[config.mk]
export PLATFORM = sky130hd
export DESIGN_NAME = adcrb_top
export DESIGN_NICKNAME = d
export VERILOG_FILES = /design/src/hdl/adcrb_pkg.sv /design/src/hdl/adcrb_core_if.sv /design/src/hdl/adcrb_corr.sv /design/src/hdl/adcrb_delay.sv /design/src/hdl/adcrb_top.sv
export SDC_FILE = /design/constraint.sdc
export NUM_CORES = 2
export LEC_CHECK = 0
export ABC_AREA = 1
export BUFFER_PORTS_ARGS = -buffer_cell sky130_fd_sc_hd__buf_2
export CAP_MARGIN = 40
export CORE_MARGIN = 2
export CORE_UTILIZATION = 65
export CTS_BUF_LIST = sky130_fd_sc_hd__clkbuf_16
export CTS_CLUSTER_DIAMETER = 30
export CTS_CLUSTER_SIZE = 24
export DETAILED_ROUTE_END_ITERATION = 8
export PLACE_DENSITY_LB_ADDON = 0.15
export SETUP_SLACK_MARGIN = 0.05
export SKIP_CTS_REPAIR_TIMING = 1
export SLEW_MARGIN = 20
export SYNTH_ARGS = -nofsm -noshare
export SYNTH_HDL_FRONTEND = slang
export SYNTH_SLANG_ARGS = --single-unit
[constraint.sdc]
create_clock -name CLK_IN -period 13.05 [get_ports CLK_IN]
set_input_delay 1.305 -clock CLK_IN [delete_from_list [all_inputs] [get_ports CLK_IN]]
set_output_delay 1.305 -clock CLK_IN [all_outputs]
set_load 0.02 [all_outputs]
[src/hdl/adcrb_pkg.sv]
// Constants and helpers of the converter register bank
// Notes on behaviour
// Result holds newest conversion, read-only
// Read sequence start freezes result snapshot
// New result caught during sequence, snapshot intact
// All result bytes refresh on data-rate event
// Result corrected when either correction enabled
// Result formatted 16, 24 or 32 bits
// Modulator register refreshed every modulator tick
// Four comparator bits, reset 0011, rest zero
// Host should not write modulator register
// Delay register write restarts the converter
// Start delay is field plus OSR/2
// Gain codes 0-5 give 1..32, else 1
// Unimplemented bits read zero, ignore writes
// Read loop setting steers address increment
// Read loop field is status bits 23:22
// Write loop bit cycles writable registers
// Register updates follow converter tick events
package adcrb_pkg;
    localparam logic [4:0] IDX_RESULT = 5'h00;
    localparam logic [4:0] IDX_MOD = 5'h08;
    localparam logic [4:0] IDX_DELAY = 5'h0a;
    localparam logic [4:0] IDX_GAIN = 5'h0b;
    localparam logic [4:0] IDX_STATUS = 5'h0c;
    localparam logic [4:0] IDX_CONFIG = 5'h0d;
    localparam logic [4:0] IDX_CFG_END = 5'h0e;
    localparam logic [4:0] IDX_OFFCORR = 5'h0f;
    localparam logic [4:0] IDX_GAINCORR = 5'h10;
    localparam logic [4:0] IDX_SEQ_ADDR = 5'h14;
    localparam logic [4:0] IDX_SEQ_DATA = 5'h15;
    localparam logic [4:0] IDX_LAST = 5'h1f;
    localparam int RD_LOOP_LO = 22;
    localparam int WR_LOOP_BIT = 21;
    localparam int WIDTH_LO = 16;
    localparam int OFF_EN_BIT = 23;
    localparam int GAIN_EN_BIT = 22;
    localparam int OSR_LO = 13;
    localparam int DELAY_W = 12;
    localparam int COMP_W = 4;
    localparam int GCODE_W = 3;
    localparam logic [2:0] STATUS_RST = 3'h5;
    localparam logic [1:0] WIDTH_RST = 2'h1;
    localparam logic [2:0] OSR_RST = 3'h3;
    localparam logic [3:0] MOD_RST = 4'h3;
    localparam logic [11:0] OSR_HALF_MIN = 12'h010;
    localparam logic [1:0] RESP_OK = 2'h0;
    localparam logic [1:0] RESP_SLVERR = 2'h2;

    typedef enum logic [1:0] {
        LOOP_SAME = 2'h0,
        LOOP_GROUP = 2'h1,
        LOOP_TYPE = 2'h2,
        LOOP_MAP = 2'h3
    } adcrb_loop_t;

    typedef enum logic [1:0] {
        FMT_16 = 2'h0,
        FMT_24 = 2'h1,
        FMT_32Z = 2'h2,
        FMT_32S = 2'h3
    } adcrb_fmt_t;

    // Next address within the loop set of the given mode
    function automatic logic [4:0] next_idx(input logic [4:0] idx,
                                            input adcrb_loop_t mode);
        logic [4:0] lo;
        logic [4:0] hi;
        lo = idx;
        hi = idx;
        unique case (mode)
            LOOP_MAP: begin
                lo = IDX_RESULT;
                hi = IDX_LAST;
            end
            LOOP_TYPE: begin
                lo = (idx == IDX_RESULT) ? IDX_RESULT : IDX_MOD;
                hi = (idx == IDX_RESULT) ? IDX_RESULT : IDX_LAST;
            end
            LOOP_GROUP: begin
                if (idx < IDX_MOD) begin
                    lo = IDX_RESULT;
                    hi = IDX_RESULT;
                end else if (idx < IDX_STATUS) begin
                    lo = IDX_MOD;
                    hi = IDX_GAIN;
                end else if (idx < IDX_OFFCORR) begin
                    lo = IDX_STATUS;
                    hi = IDX_CFG_END;
                end else if (idx <= IDX_GAINCORR) begin
                    lo = IDX_OFFCORR;
                    hi = IDX_GAINCORR;
                end else begin
                    lo = idx;
                    hi = idx;
                end
            end
            LOOP_SAME: begin
                lo = idx;
                hi = idx;
            end
        endcase
        next_idx = (idx == hi) ? lo : idx + 5'h01;
    endfunction

    // Gain code to multiplier, reserved codes act as one
    function automatic logic [5:0] gain_of(input logic [2:0] code);
        gain_of = (code > 3'h5) ? 6'h01 : 6'h01 << code;
    endfunction

    // Clamp a wide signed value into 24 bits
    function automatic logic [23:0] sat24(input logic signed [25:0] v);
        if (v > 26'sh07fffff) begin
            sat24 = 24'h7fffff;
        end else if (v < -26'sh0800000) begin
            sat24 = 24'h800000;
        end else begin
            sat24 = v[23:0];
        end
    endfunction
endpackage

[src/hdl/adcrb_core_if.sv]
// Signals between the register bank and its helper blocks
`timescale 1ns/1ps
`default_nettype none
interface adcrb_core_if;
    logic dr_tick;
    logic [23:0] raw_code;
    logic off_en;
    logic gain_en;
    logic [23:0] off_corr;
    logic [23:0] gain_corr;
    logic [23:0] corr_code;
    logic corr_valid;
    logic mod_tick;
    logic restart;
    logic [11:0] delay_val;
    logic [11:0] osr_half;
    logic conv_start;
    logic conv_reset;
    modport bank(output dr_tick, raw_code, off_en, gain_en, off_corr,
                 gain_corr, mod_tick, restart, delay_val, osr_half,
                 input corr_code, corr_valid, conv_start, conv_reset);
    modport corr(input dr_tick, raw_code, off_en, gain_en, off_corr,
                 gain_corr, output corr_code, corr_valid);
    modport dly(input mod_tick, restart, delay_val, osr_half,
                output conv_start, conv_reset);
endinterface
`default_nettype wire

[src/hdl/adcrb_corr.sv]
// Offset and gain correction of the raw conversion code
`timescale 1ns/1ps
`default_nettype none
module adcrb_corr (
    input wire logic clk_in,
    input wire logic srst_in,
    adcrb_core_if.corr cif
);
    logic signed [25:0] sum_d;
    logic [23:0] off_d;
    logic signed [47:0] prod_d;
    logic signed [25:0] tot_d;
    logic [23:0] code_d;

    // offset then gain
    always_comb begin
        sum_d = $signed({{2{cif.raw_code[23]}}, cif.raw_code});
        if (cif.off_en) begin
            sum_d = sum_d + $signed({{2{cif.off_corr[23]}}, cif.off_corr});
        end
        off_d = adcrb_pkg::sat24(sum_d);
        prod_d = $signed(off_d) * $signed(cif.gain_corr);
        tot_d = $signed({{2{off_d[23]}}, off_d})
              + $signed({prod_d[47], prod_d[47:23]});
        code_d = cif.gain_en ? adcrb_pkg::sat24(tot_d) : off_d;
    end

    // whole word per event
    always_ff @(posedge clk_in) begin
        if (srst_in) begin
            cif.corr_code <= 24'h000000;
            cif.corr_valid <= 1'b0;
        end else begin
            cif.corr_valid <= cif.dr_tick;
            if (cif.dr_tick) begin
                cif.corr_code <= code_d;
            end
        end
    end
endmodule
`default_nettype wire

[src/hdl/adcrb_delay.sv]
// Conversion start delay counter on modulator ticks
`timescale 1ns/1ps
`default_nettype none
module adcrb_delay (
    input wire logic clk_in,
    input wire logic srst_in,
    adcrb_core_if.dly dif
);
    logic [12:0] count_q;
    logic busy_q;

    // field plus OSR/2
    always_ff @(posedge clk_in) begin
        if (srst_in) begin
            count_q <= {1'b0, adcrb_pkg::OSR_HALF_MIN} << adcrb_pkg::OSR_RST;
            busy_q <= 1'b1;
            dif.conv_start <= 1'b0;
        end else if (dif.restart) begin
            count_q <= {1'b0, dif.delay_val} + {1'b0, dif.osr_half};
            busy_q <= 1'b1;
            dif.conv_start <= 1'b0;
        end else begin
            dif.conv_start <= 1'b0;
            if (busy_q && dif.mod_tick) begin
                if (count_q == 13'h0000) begin
                    busy_q <= 1'b0;
                    dif.conv_start <= 1'b1;
                end else begin
                    count_q <= count_q - 13'h0001;
                end
            end
        end
    end

    // reset pulse on write
    always_ff @(posedge clk_in) begin
        if (srst_in) begin
            dif.conv_reset <= 1'b0;
        end else begin
            dif.conv_reset <= dif.restart;
        end
    end
endmodule
`default_nettype wire

[src/hdl/adcrb_top.sv]
// Register bank of the converter front end, Avalon-MM slave
`timescale 1ns/1ps
`default_nettype none
module adcrb_top (
    input wire logic CLK_IN,
    input wire logic SRST_IN,
    input wire logic [6:0] AVS_ADDRESS_IN,
    input wire logic AVS_READ_IN,
    input wire logic AVS_WRITE_IN,
    input wire logic [31:0] AVS_WRITEDATA_IN,
    input wire logic [3:0] AVS_BYTEENABLE_IN,
    output logic [31:0] AVS_READDATA_OUT,
    output logic AVS_WAITREQUEST_OUT,
    output logic [1:0] AVS_RESPONSE_OUT,
    input wire logic DR_TICK_IN,
    input wire logic [23:0] RAW_CODE_IN,
    input wire logic MOD_TICK_IN,
    input wire logic [3:0] COMP_IN,
    output logic CONV_START_OUT,
    output logic CONV_RESET_OUT,
    output logic [5:0] AMP_GAIN_OUT
);
    adcrb_core_if cif ();

    logic [4:0] idx;
    logic [4:0] eff_idx;
    logic take;
    logic wr_take;
    logic rd_take;
    logic mapped;
    logic seq_acc;
    logic [23:0] wmask;
    logic [23:0] wval;
    logic [31:0] rdata_d;
    logic [4:0] ptr_d;
    logic [23:0] live_d;

    logic [3:0] mod_q;
    logic [11:0] delay_q;
    logic [2:0] gcode_q;
    logic [1:0] rd_loop_q;
    logic wr_loop_q;
    logic [1:0] width_q;
    logic off_en_q;
    logic gain_en_q;
    logic [2:0] osr_q;
    logic [23:0] offc_q;
    logic [23:0] gainc_q;
    logic [23:0] live_q;
    logic [23:0] snap_q;
    logic [4:0] ptr_q;
    logic seq_act_q;
    logic restart_q;
    logic wait_q;
    logic [31:0] rdata_q;
    logic [1:0] resp_q;
    logic [5:0] gain_q;

    // width shapes result
    function automatic logic [31:0] fmt(input logic [23:0] v,
                                        input logic [1:0] w);
        logic [16:0] r;
        r = {v[23], v[23:8]} + {16'h0000, v[7]};
        fmt = 32'h00000000;
        unique case (adcrb_pkg::adcrb_fmt_t'(w))
            adcrb_pkg::FMT_16: begin
                // Rounding must not wrap past full scale
                fmt[15:0] = (r[16] != r[15]) ? v[23:8] : r[15:0];
            end
            adcrb_pkg::FMT_24: fmt[23:0] = v;
            adcrb_pkg::FMT_32Z: fmt = {v, 8'h00};
            adcrb_pkg::FMT_32S: fmt = {{8{v[23]}}, v};
        endcase
    endfunction

    function automatic logic is_mapped(input logic [4:0] i);
        is_mapped = (i == adcrb_pkg::IDX_RESULT)
                  || (i == adcrb_pkg::IDX_MOD)
                  || (i == adcrb_pkg::IDX_DELAY)
                  || (i == adcrb_pkg::IDX_GAIN)
                  || (i == adcrb_pkg::IDX_STATUS)
                  || (i == adcrb_pkg::IDX_CONFIG)
                  || (i == adcrb_pkg::IDX_OFFCORR)
                  || (i == adcrb_pkg::IDX_GAINCORR)
                  || (i == adcrb_pkg::IDX_SEQ_ADDR)
                  || (i == adcrb_pkg::IDX_SEQ_DATA);
    endfunction

    ////////////////////////////////////////////////////////////////////
    // Helper blocks

    // ticks from the core
    assign cif.dr_tick = DR_TICK_IN;
    assign cif.raw_code = RAW_CODE_IN;
    assign cif.mod_tick = MOD_TICK_IN;
    assign cif.off_en = off_en_q;
    assign cif.gain_en = gain_en_q;
    assign cif.off_corr = offc_q;
    assign cif.gain_corr = gainc_q;
    assign cif.restart = restart_q;
    assign cif.delay_val = delay_q;
    assign cif.osr_half = adcrb_pkg::OSR_HALF_MIN << osr_q;

    adcrb_corr u_corr (
        .clk_in(CLK_IN),
        .srst_in(SRST_IN),
        .cif(cif)
    );

    adcrb_delay u_delay (
        .clk_in(CLK_IN),
        .srst_in(SRST_IN),
        .dif(cif)
    );

    assign CONV_START_OUT = cif.conv_start;
    assign CONV_RESET_OUT = cif.conv_reset;

    ////////////////////////////////////////////////////////////////////
    // Bus decode

    assign idx = AVS_ADDRESS_IN[6:2];
    assign seq_acc = (idx == adcrb_pkg::IDX_SEQ_DATA) && seq_act_q;
    assign eff_idx = seq_acc ? ptr_q : idx;
    // Byte addresses off a word boundary are treated as unmapped
    assign mapped = is_mapped(idx) && (AVS_ADDRESS_IN[1:0] == 2'h0);
    assign take = (AVS_READ_IN || AVS_WRITE_IN) && wait_q;
    assign wr_take = take && AVS_WRITE_IN && mapped;
    assign rd_take = take && AVS_READ_IN && mapped;
    assign wval = AVS_WRITEDATA_IN[23:0];

    always_comb begin
        wmask = 24'h000000;
        for (int b = 0; b < 3; b++) begin
            wmask[b*8 +: 8] = {8{AVS_BYTEENABLE_IN[b]}};
        end
    end

    // Newest code, including one landing this cycle
    assign live_d = cif.corr_valid ? cif.corr_code : live_q;

    // unused bits read zero
    always_comb begin
        rdata_d = 32'h00000000;
        unique case (eff_idx)
            // sequence reads frozen copy
            adcrb_pkg::IDX_RESULT: begin
                rdata_d = fmt(seq_acc ? snap_q : live_q, width_q);
            end
            adcrb_pkg::IDX_MOD: rdata_d[3:0] = mod_q;
            adcrb_pkg::IDX_DELAY: rdata_d[11:0] = delay_q;
            adcrb_pkg::IDX_GAIN: rdata_d[2:0] = gcode_q;
            adcrb_pkg::IDX_STATUS: begin
                rdata_d[23:22] = rd_loop_q;
                rdata_d[21] = wr_loop_q;
                rdata_d[17:16] = width_q;
            end
            adcrb_pkg::IDX_CONFIG: begin
                rdata_d[23] = off_en_q;
                rdata_d[22] = gain_en_q;
                rdata_d[15:13] = osr_q;
            end
            adcrb_pkg::IDX_OFFCORR: rdata_d[23:0] = offc_q;
            adcrb_pkg::IDX_GAINCORR: rdata_d[23:0] = gainc_q;
            adcrb_pkg::IDX_SEQ_ADDR: rdata_d = {26'h0, seq_act_q, ptr_q};
            default: rdata_d = 32'h00000000;
        endcase
    end

    ////////////////////////////////////////////////////////////////////
    // Bus handshake: one wait cycle, then a single low pulse

    always_ff @(posedge CLK_IN) begin
        if (SRST_IN) begin
            wait_q <= 1'b1;
            rdata_q <= 32'h00000000;
            resp_q <= adcrb_pkg::RESP_OK;
        end else if (take) begin
            wait_q <= 1'b0;
            rdata_q <= (AVS_READ_IN && mapped) ? rdata_d : 32'h00000000;
            resp_q <= mapped ? adcrb_pkg::RESP_OK : adcrb_pkg::RESP_SLVERR;
        end else begin
            wait_q <= 1'b1;
        end
    end

    assign AVS_WAITREQUEST_OUT = wait_q;
    assign AVS_READDATA_OUT = rdata_q;
    assign AVS_RESPONSE_OUT = resp_q;

    ////////////////////////////////////////////////////////////////////
    // Result capture

    // newest value, never written
    // whole word on each event
    always_ff @(posedge CLK_IN) begin
        if (SRST_IN) begin
            live_q <= 24'h000000;
        end else if (cif.corr_valid) begin
            live_q <= cif.corr_code;
        end
    end

    // refresh only between result reads
    always_ff @(posedge CLK_IN) begin
        if (SRST_IN) begin
            snap_q <= 24'h000000;
        end else if (wr_take && idx == adcrb_pkg::IDX_SEQ_ADDR) begin
            snap_q <= live_d;
        end else if (rd_take && seq_acc
                     && ptr_d == adcrb_pkg::IDX_RESULT) begin
            snap_q <= live_d;
        end
    end

    ////////////////////////////////////////////////////////////////////
    // Sequence pointer

    // read loop increment
    // write loop increment
    always_comb begin
        ptr_d = ptr_q;
        if (seq_acc && rd_take) begin
            ptr_d = adcrb_pkg::next_idx(ptr_q,
                        adcrb_pkg::adcrb_loop_t'(rd_loop_q));
        end else if (seq_acc && wr_take && wr_loop_q) begin
            ptr_d = adcrb_pkg::next_idx(ptr_q, adcrb_pkg::LOOP_TYPE);
        end
    end

    always_ff @(posedge CLK_IN) begin
        if (SRST_IN) begin
            ptr_q <= adcrb_pkg::IDX_RESULT;
            seq_act_q <= 1'b0;
        end else if (wr_take && idx == adcrb_pkg::IDX_SEQ_ADDR) begin
            ptr_q <= wval[4:0];
            seq_act_q <= wval[5];
        end else begin
            ptr_q <= ptr_d;
        end
    end

    ////////////////////////////////////////////////////////////////////
    // Writable registers

    // tick wins over host write
    // four bits, reset 0011
    always_ff @(posedge CLK_IN) begin
        if (SRST_IN) begin
            mod_q <= adcrb_pkg::MOD_RST;
        end else if (MOD_TICK_IN) begin
            mod_q <= COMP_IN;
        end else if (wr_take && eff_idx == adcrb_pkg::IDX_MOD) begin
            mod_q <= (mod_q & ~wmask[3:0]) | (wval[3:0] & wmask[3:0]);
        end
    end

    // any delay register write restarts
    always_ff @(posedge CLK_IN) begin
        if (SRST_IN) begin
            delay_q <= 12'h000;
            restart_q <= 1'b0;
        end else begin
            restart_q <= wr_take && eff_idx == adcrb_pkg::IDX_DELAY;
            if (wr_take && eff_idx == adcrb_pkg::IDX_DELAY) begin
                delay_q <= (delay_q & ~wmask[11:0])
                         | (wval[11:0] & wmask[11:0]);
            end
        end
    end

    // gain decode
    always_ff @(posedge CLK_IN) begin
        if (SRST_IN) begin
            gcode_q <= 3'h0;
            gain_q <= adcrb_pkg::gain_of(3'h0);
        end else begin
            gain_q <= adcrb_pkg::gain_of(gcode_q);
            if (wr_take && eff_idx == adcrb_pkg::IDX_GAIN
                && AVS_BYTEENABLE_IN[0]) begin
                gcode_q <= wval[2:0];
            end
        end
    end

    assign AMP_GAIN_OUT = gain_q;

    // loop field in status
    always_ff @(posedge CLK_IN) begin
        if (SRST_IN) begin
            {rd_loop_q, wr_loop_q} <= adcrb_pkg::STATUS_RST;
            width_q <= adcrb_pkg::WIDTH_RST;
        end else if (wr_take && eff_idx == adcrb_pkg::IDX_STATUS
                     && AVS_BYTEENABLE_IN[2]) begin
            rd_loop_q <= wval[adcrb_pkg::RD_LOOP_LO +: 2];
            wr_loop_q <= wval[adcrb_pkg::WR_LOOP_BIT];
            width_q <= wval[adcrb_pkg::WIDTH_LO +: 2];
        end
    end

    // Correction enables and ratio
    always_ff @(posedge CLK_IN) begin
        if (SRST_IN) begin
            off_en_q <= 1'b0;
            gain_en_q <= 1'b0;
            osr_q <= adcrb_pkg::OSR_RST;
        end else if (wr_take && eff_idx == adcrb_pkg::IDX_CONFIG) begin
            if (AVS_BYTEENABLE_IN[2]) begin
                off_en_q <= wval[adcrb_pkg::OFF_EN_BIT];
                gain_en_q <= wval[adcrb_pkg::GAIN_EN_BIT];
            end
            if (AVS_BYTEENABLE_IN[1]) begin
                osr_q <= wval[adcrb_pkg::OSR_LO +: 3];
            end
        end
    end

    // correction coefficients
    always_ff @(posedge CLK_IN) begin
        if (SRST_IN) begin
            offc_q <= 24'h000000;
            gainc_q <= 24'h000000;
        end else if (wr_take) begin
            if (eff_idx == adcrb_pkg::IDX_OFFCORR) begin
                offc_q <= (offc_q & ~wmask) | (wval & wmask);
            end
            if (eff_idx == adcrb_pkg::IDX_GAINCORR) begin
                gainc_q <= (gainc_q & ~wmask) | (wval & wmask);
            end
        end
    end
endmodule
`default_nettype wire

==> impl_metrics.py <==
metrics = {
    "yosys": {
        "synthCells": 4558,
        "yosysSeqAreaShare_pct": 12.3,
        "syn_area_per_cell_um2": 7.62,
        "yosysTopAreaCell": "fa_1",
        "synth_area_leaders": "fa_1 35%, dfxtp_1 12%, inv_1 9.9%",
        "syn-num-nets": 5436,
        "synthFlopType": "dfxtp_1",
        "ys_ff_latch": 213,
        "yosys.cell_types.count": 65,
        "synth_warnings": 0,
        "yosysMostFrequentCell": "inv_1",
        "synth_top_area_share_pct": 35.1,
        "synth_enable_flop_cells": 0,
        "synth.cell_area_um2": 34700,
        "synth_top_cells_by_count": "914 x inv_1, 807 x nand2_1, 609 x fa_1",
        "synthArstFlopShare_pct": 0,
    },
    "worst_setup_path": {
        "slowest_stage": "fa_1",
        "cpPeakStageDelay_ps": 550,
        "reg2reg_depth": 57,
        "critPathLaunch": "RAW_CODE_IN[0]",
        "endpoint_kind": "flip-flop",
        "crit_type": "in -> reg",
        "worstSetupStartpointType": "input pin",
        "cp_max_fo": 23,
        "required_ps": 13530,
        "endpoint": "u_corr.cif.corr_code[19]",
        "r2r_end": "u_corr.cif.corr_code[19]",
        "r2r_slack_ps": 1230,
        "crit_arrival_ps": 12750,
    },
    "placed_design": {
        "placed_area_um2": 36000,
        "portBuffers": 109,
        "dp_hpwl_um": 89200,
        "placedCellCount": 5255,
        "finalWeightedCongestion": 1.04,
    },
    "finish": {
        "final_area_um2": 37000,
        "nets": 5476,
        "fin_cells": 5308,
        "drive_gt1_share_pct": 6.80,
        "syn2layout_area_growth_pct": 6.64,
    },
    "die": {
        "die-area_um2": 55300,
        "die_w_um": 235,
        "rows": 84,
        "initial_core_util_pct": 65.9,
        "fp.coreArea_um2": 52700,
        "fp.dieH_um": 235,
        "ios": 120,
    },
    "timing": {
        "fin_crit_ps": 12260,
        "setup_viol": 0,
        "whs_ps": 463,
        "fmax_ghz": 0.0816,
        "slew_viol_final": 0,
        "skew_ps": 31.1,
        "relSlewSlack_pct": 35.4,
        "rsz0062_at_grt": "false",
        "min_period_over_period_pct": 94.0,
        "setup_tns_ps": 0,
        "finalHoldViolCount": 0,
        "tightest_slew_ps": 945,
    },
    "detailed_routing": {
        "vias": 31390,
        "drt_first_pass_iters": 8,
        "avgViaCountPerCell": 5.91,
        "drtIter0Drc": 3420,
        "wl_per_cell_um": 20.7,
        "drc_errors": 0,
        "wirelength_um": 110000,
        "ant_nets": 0,
    },
    "clock_tree": {
        "cts.clk_slew.worst_paths_ps": 80,
        "cts_tree": "yes",
        "cts_root_buf": "clkbuf_16",
        "htree_num_levels": 1,
        "cts_sinks": 213,
        "clk_path_buf_depth": 3,
        "tritoncts.num_buffers": 26,
        "clock_latency_ps": 550,
    },
    "worst_hold_path": {
        "hp-class": "reg -> reg",
    },
    "global_routing": {
        "grt_usage_pct": 40.1,
        "grt_antenna_before_repair": 5,
        "grt_pass1_vias": 30349,
        "grt_pass1_wl_um": 171000,
        "grt_max_degree": 85,
        "globalRouteOverflowTotal": 0,
    },
    "power_and_ir_drop": {
        "p_leak_nw": 18.2,
        "power_density_nw_per_um2": 45.5,
        "vdd_drop_max_mv": 0.108,
    },
    "outcome": {
        "outcome": "finished clean",
    },
    "run": {
        "cap_viol_max_count": 0,
    },
}
through the flow:
stage,utilization (%),setup slack [ps],total power [mW]
finish,70.3,788,1.68
CTS,70.2,1100,1.68
detailed placement,68.4,550,0.920
global route,70.3,158,1.73
global placement,68.2,710,0.916
floorplan,-,2160,0.821
cells in the final DEF, fill, tap and decap left out, types with 20 or more instances in the layout:
| cell type | n |
|---|---|
| o21ai_0 | 230 |
| buf_4 | 72 |
| fa_1 | 609 |
| o22ai_1 | 20 |
| ha_1 | 192 |
| clkbuf_16 | 27 |
| a31oi_1 | 24 |
| dfxtp_1 | 213 |
| inv_1 | 914 |
| mux2i_1 | 25 |
| o211ai_1 | 48 |
| xnor2_1 | 32 |
| nand3_1 | 97 |
| xor2_1 | 53 |
| nor2_1 | 582 |
| buf_2 | 108 |
| a21boi_0 | 25 |
| nor3_1 | 46 |
| a21oi_1 | 251 |
| nand2_1 | 807 |
metal layers:
layer | GRT usage [%] | wire (um)
met5 | 0 | 27
met4 | 22.1 | 7900
met3 | 8.70 | 12600
met2 | 60.7 | 48200
met1 | 54.1 | 41100
layout make-up:
class	count	area, um2
multi-input cells	3227	26200
fillers	4407	15600
flip-flops and latches	213	4260
inverters	940	3530
repair buffers	190	1250
well taps	688	861
clock buffers	27	676
clock inverters	21	262
diodes	2	5.00
cell families after synthesis:
family	synth area share, %
AND/OR/NAND/NOR	18.6
buffers and inverters	12.3
adder cells (fa/ha/maj)	42.0
AO/OA/AOI/OAI	11.8
flip-flops	12.3
XOR/XNOR	2.14
multiplexers	0.825
other	0.0108
worst min path at each step:
stage / from / to / slack, ps / cells past startpoint
global route: AVS_READDATA_OUT[26] / AVS_READDATA_OUT[26] / 480 / 2
CTS: AVS_READDATA_OUT[16] / AVS_READDATA_OUT[16] / 460 / 2
floorplan: flip-flop / flip-flop / 440 / 2
global placement: AVS_READDATA_OUT[27] / AVS_READDATA_OUT[27] / 450 / 2
finish: AVS_READDATA_OUT[28] / AVS_READDATA_OUT[28] / 460 / 2
detailed placement: AVS_READDATA_OUT[16] / AVS_READDATA_OUT[16] / 450 / 2
where the power goes:
group / internal (mW) / leakage [nW] / total [mW] / switching (mW)
Sequential: 0.662 / 1.73 / 0.672 / 0.00993
Combinational: 0.0679 / 16.0 / 0.244 / 0.176
Clock: 0.424 / 0.453 / 0.767 / 0.342
Total: 1.15 / 18.2 / 1.68 / 0.529
worst max-delay path: cells and delay by family:
| kind | cells | cell delay [ps] |
|---|---|---|
| and+or+nand+nor | 17 | 1980 |
| xor gates and xnor gates | 1 | 190 |
| buffers and inverters | 14 | 1310 |
| adders and majority gates | 11 | 4800 |
| AOI/OAI and AO/OA | 15 | 3120 |
Note: power is estimated with default switching activity, not from simulation.
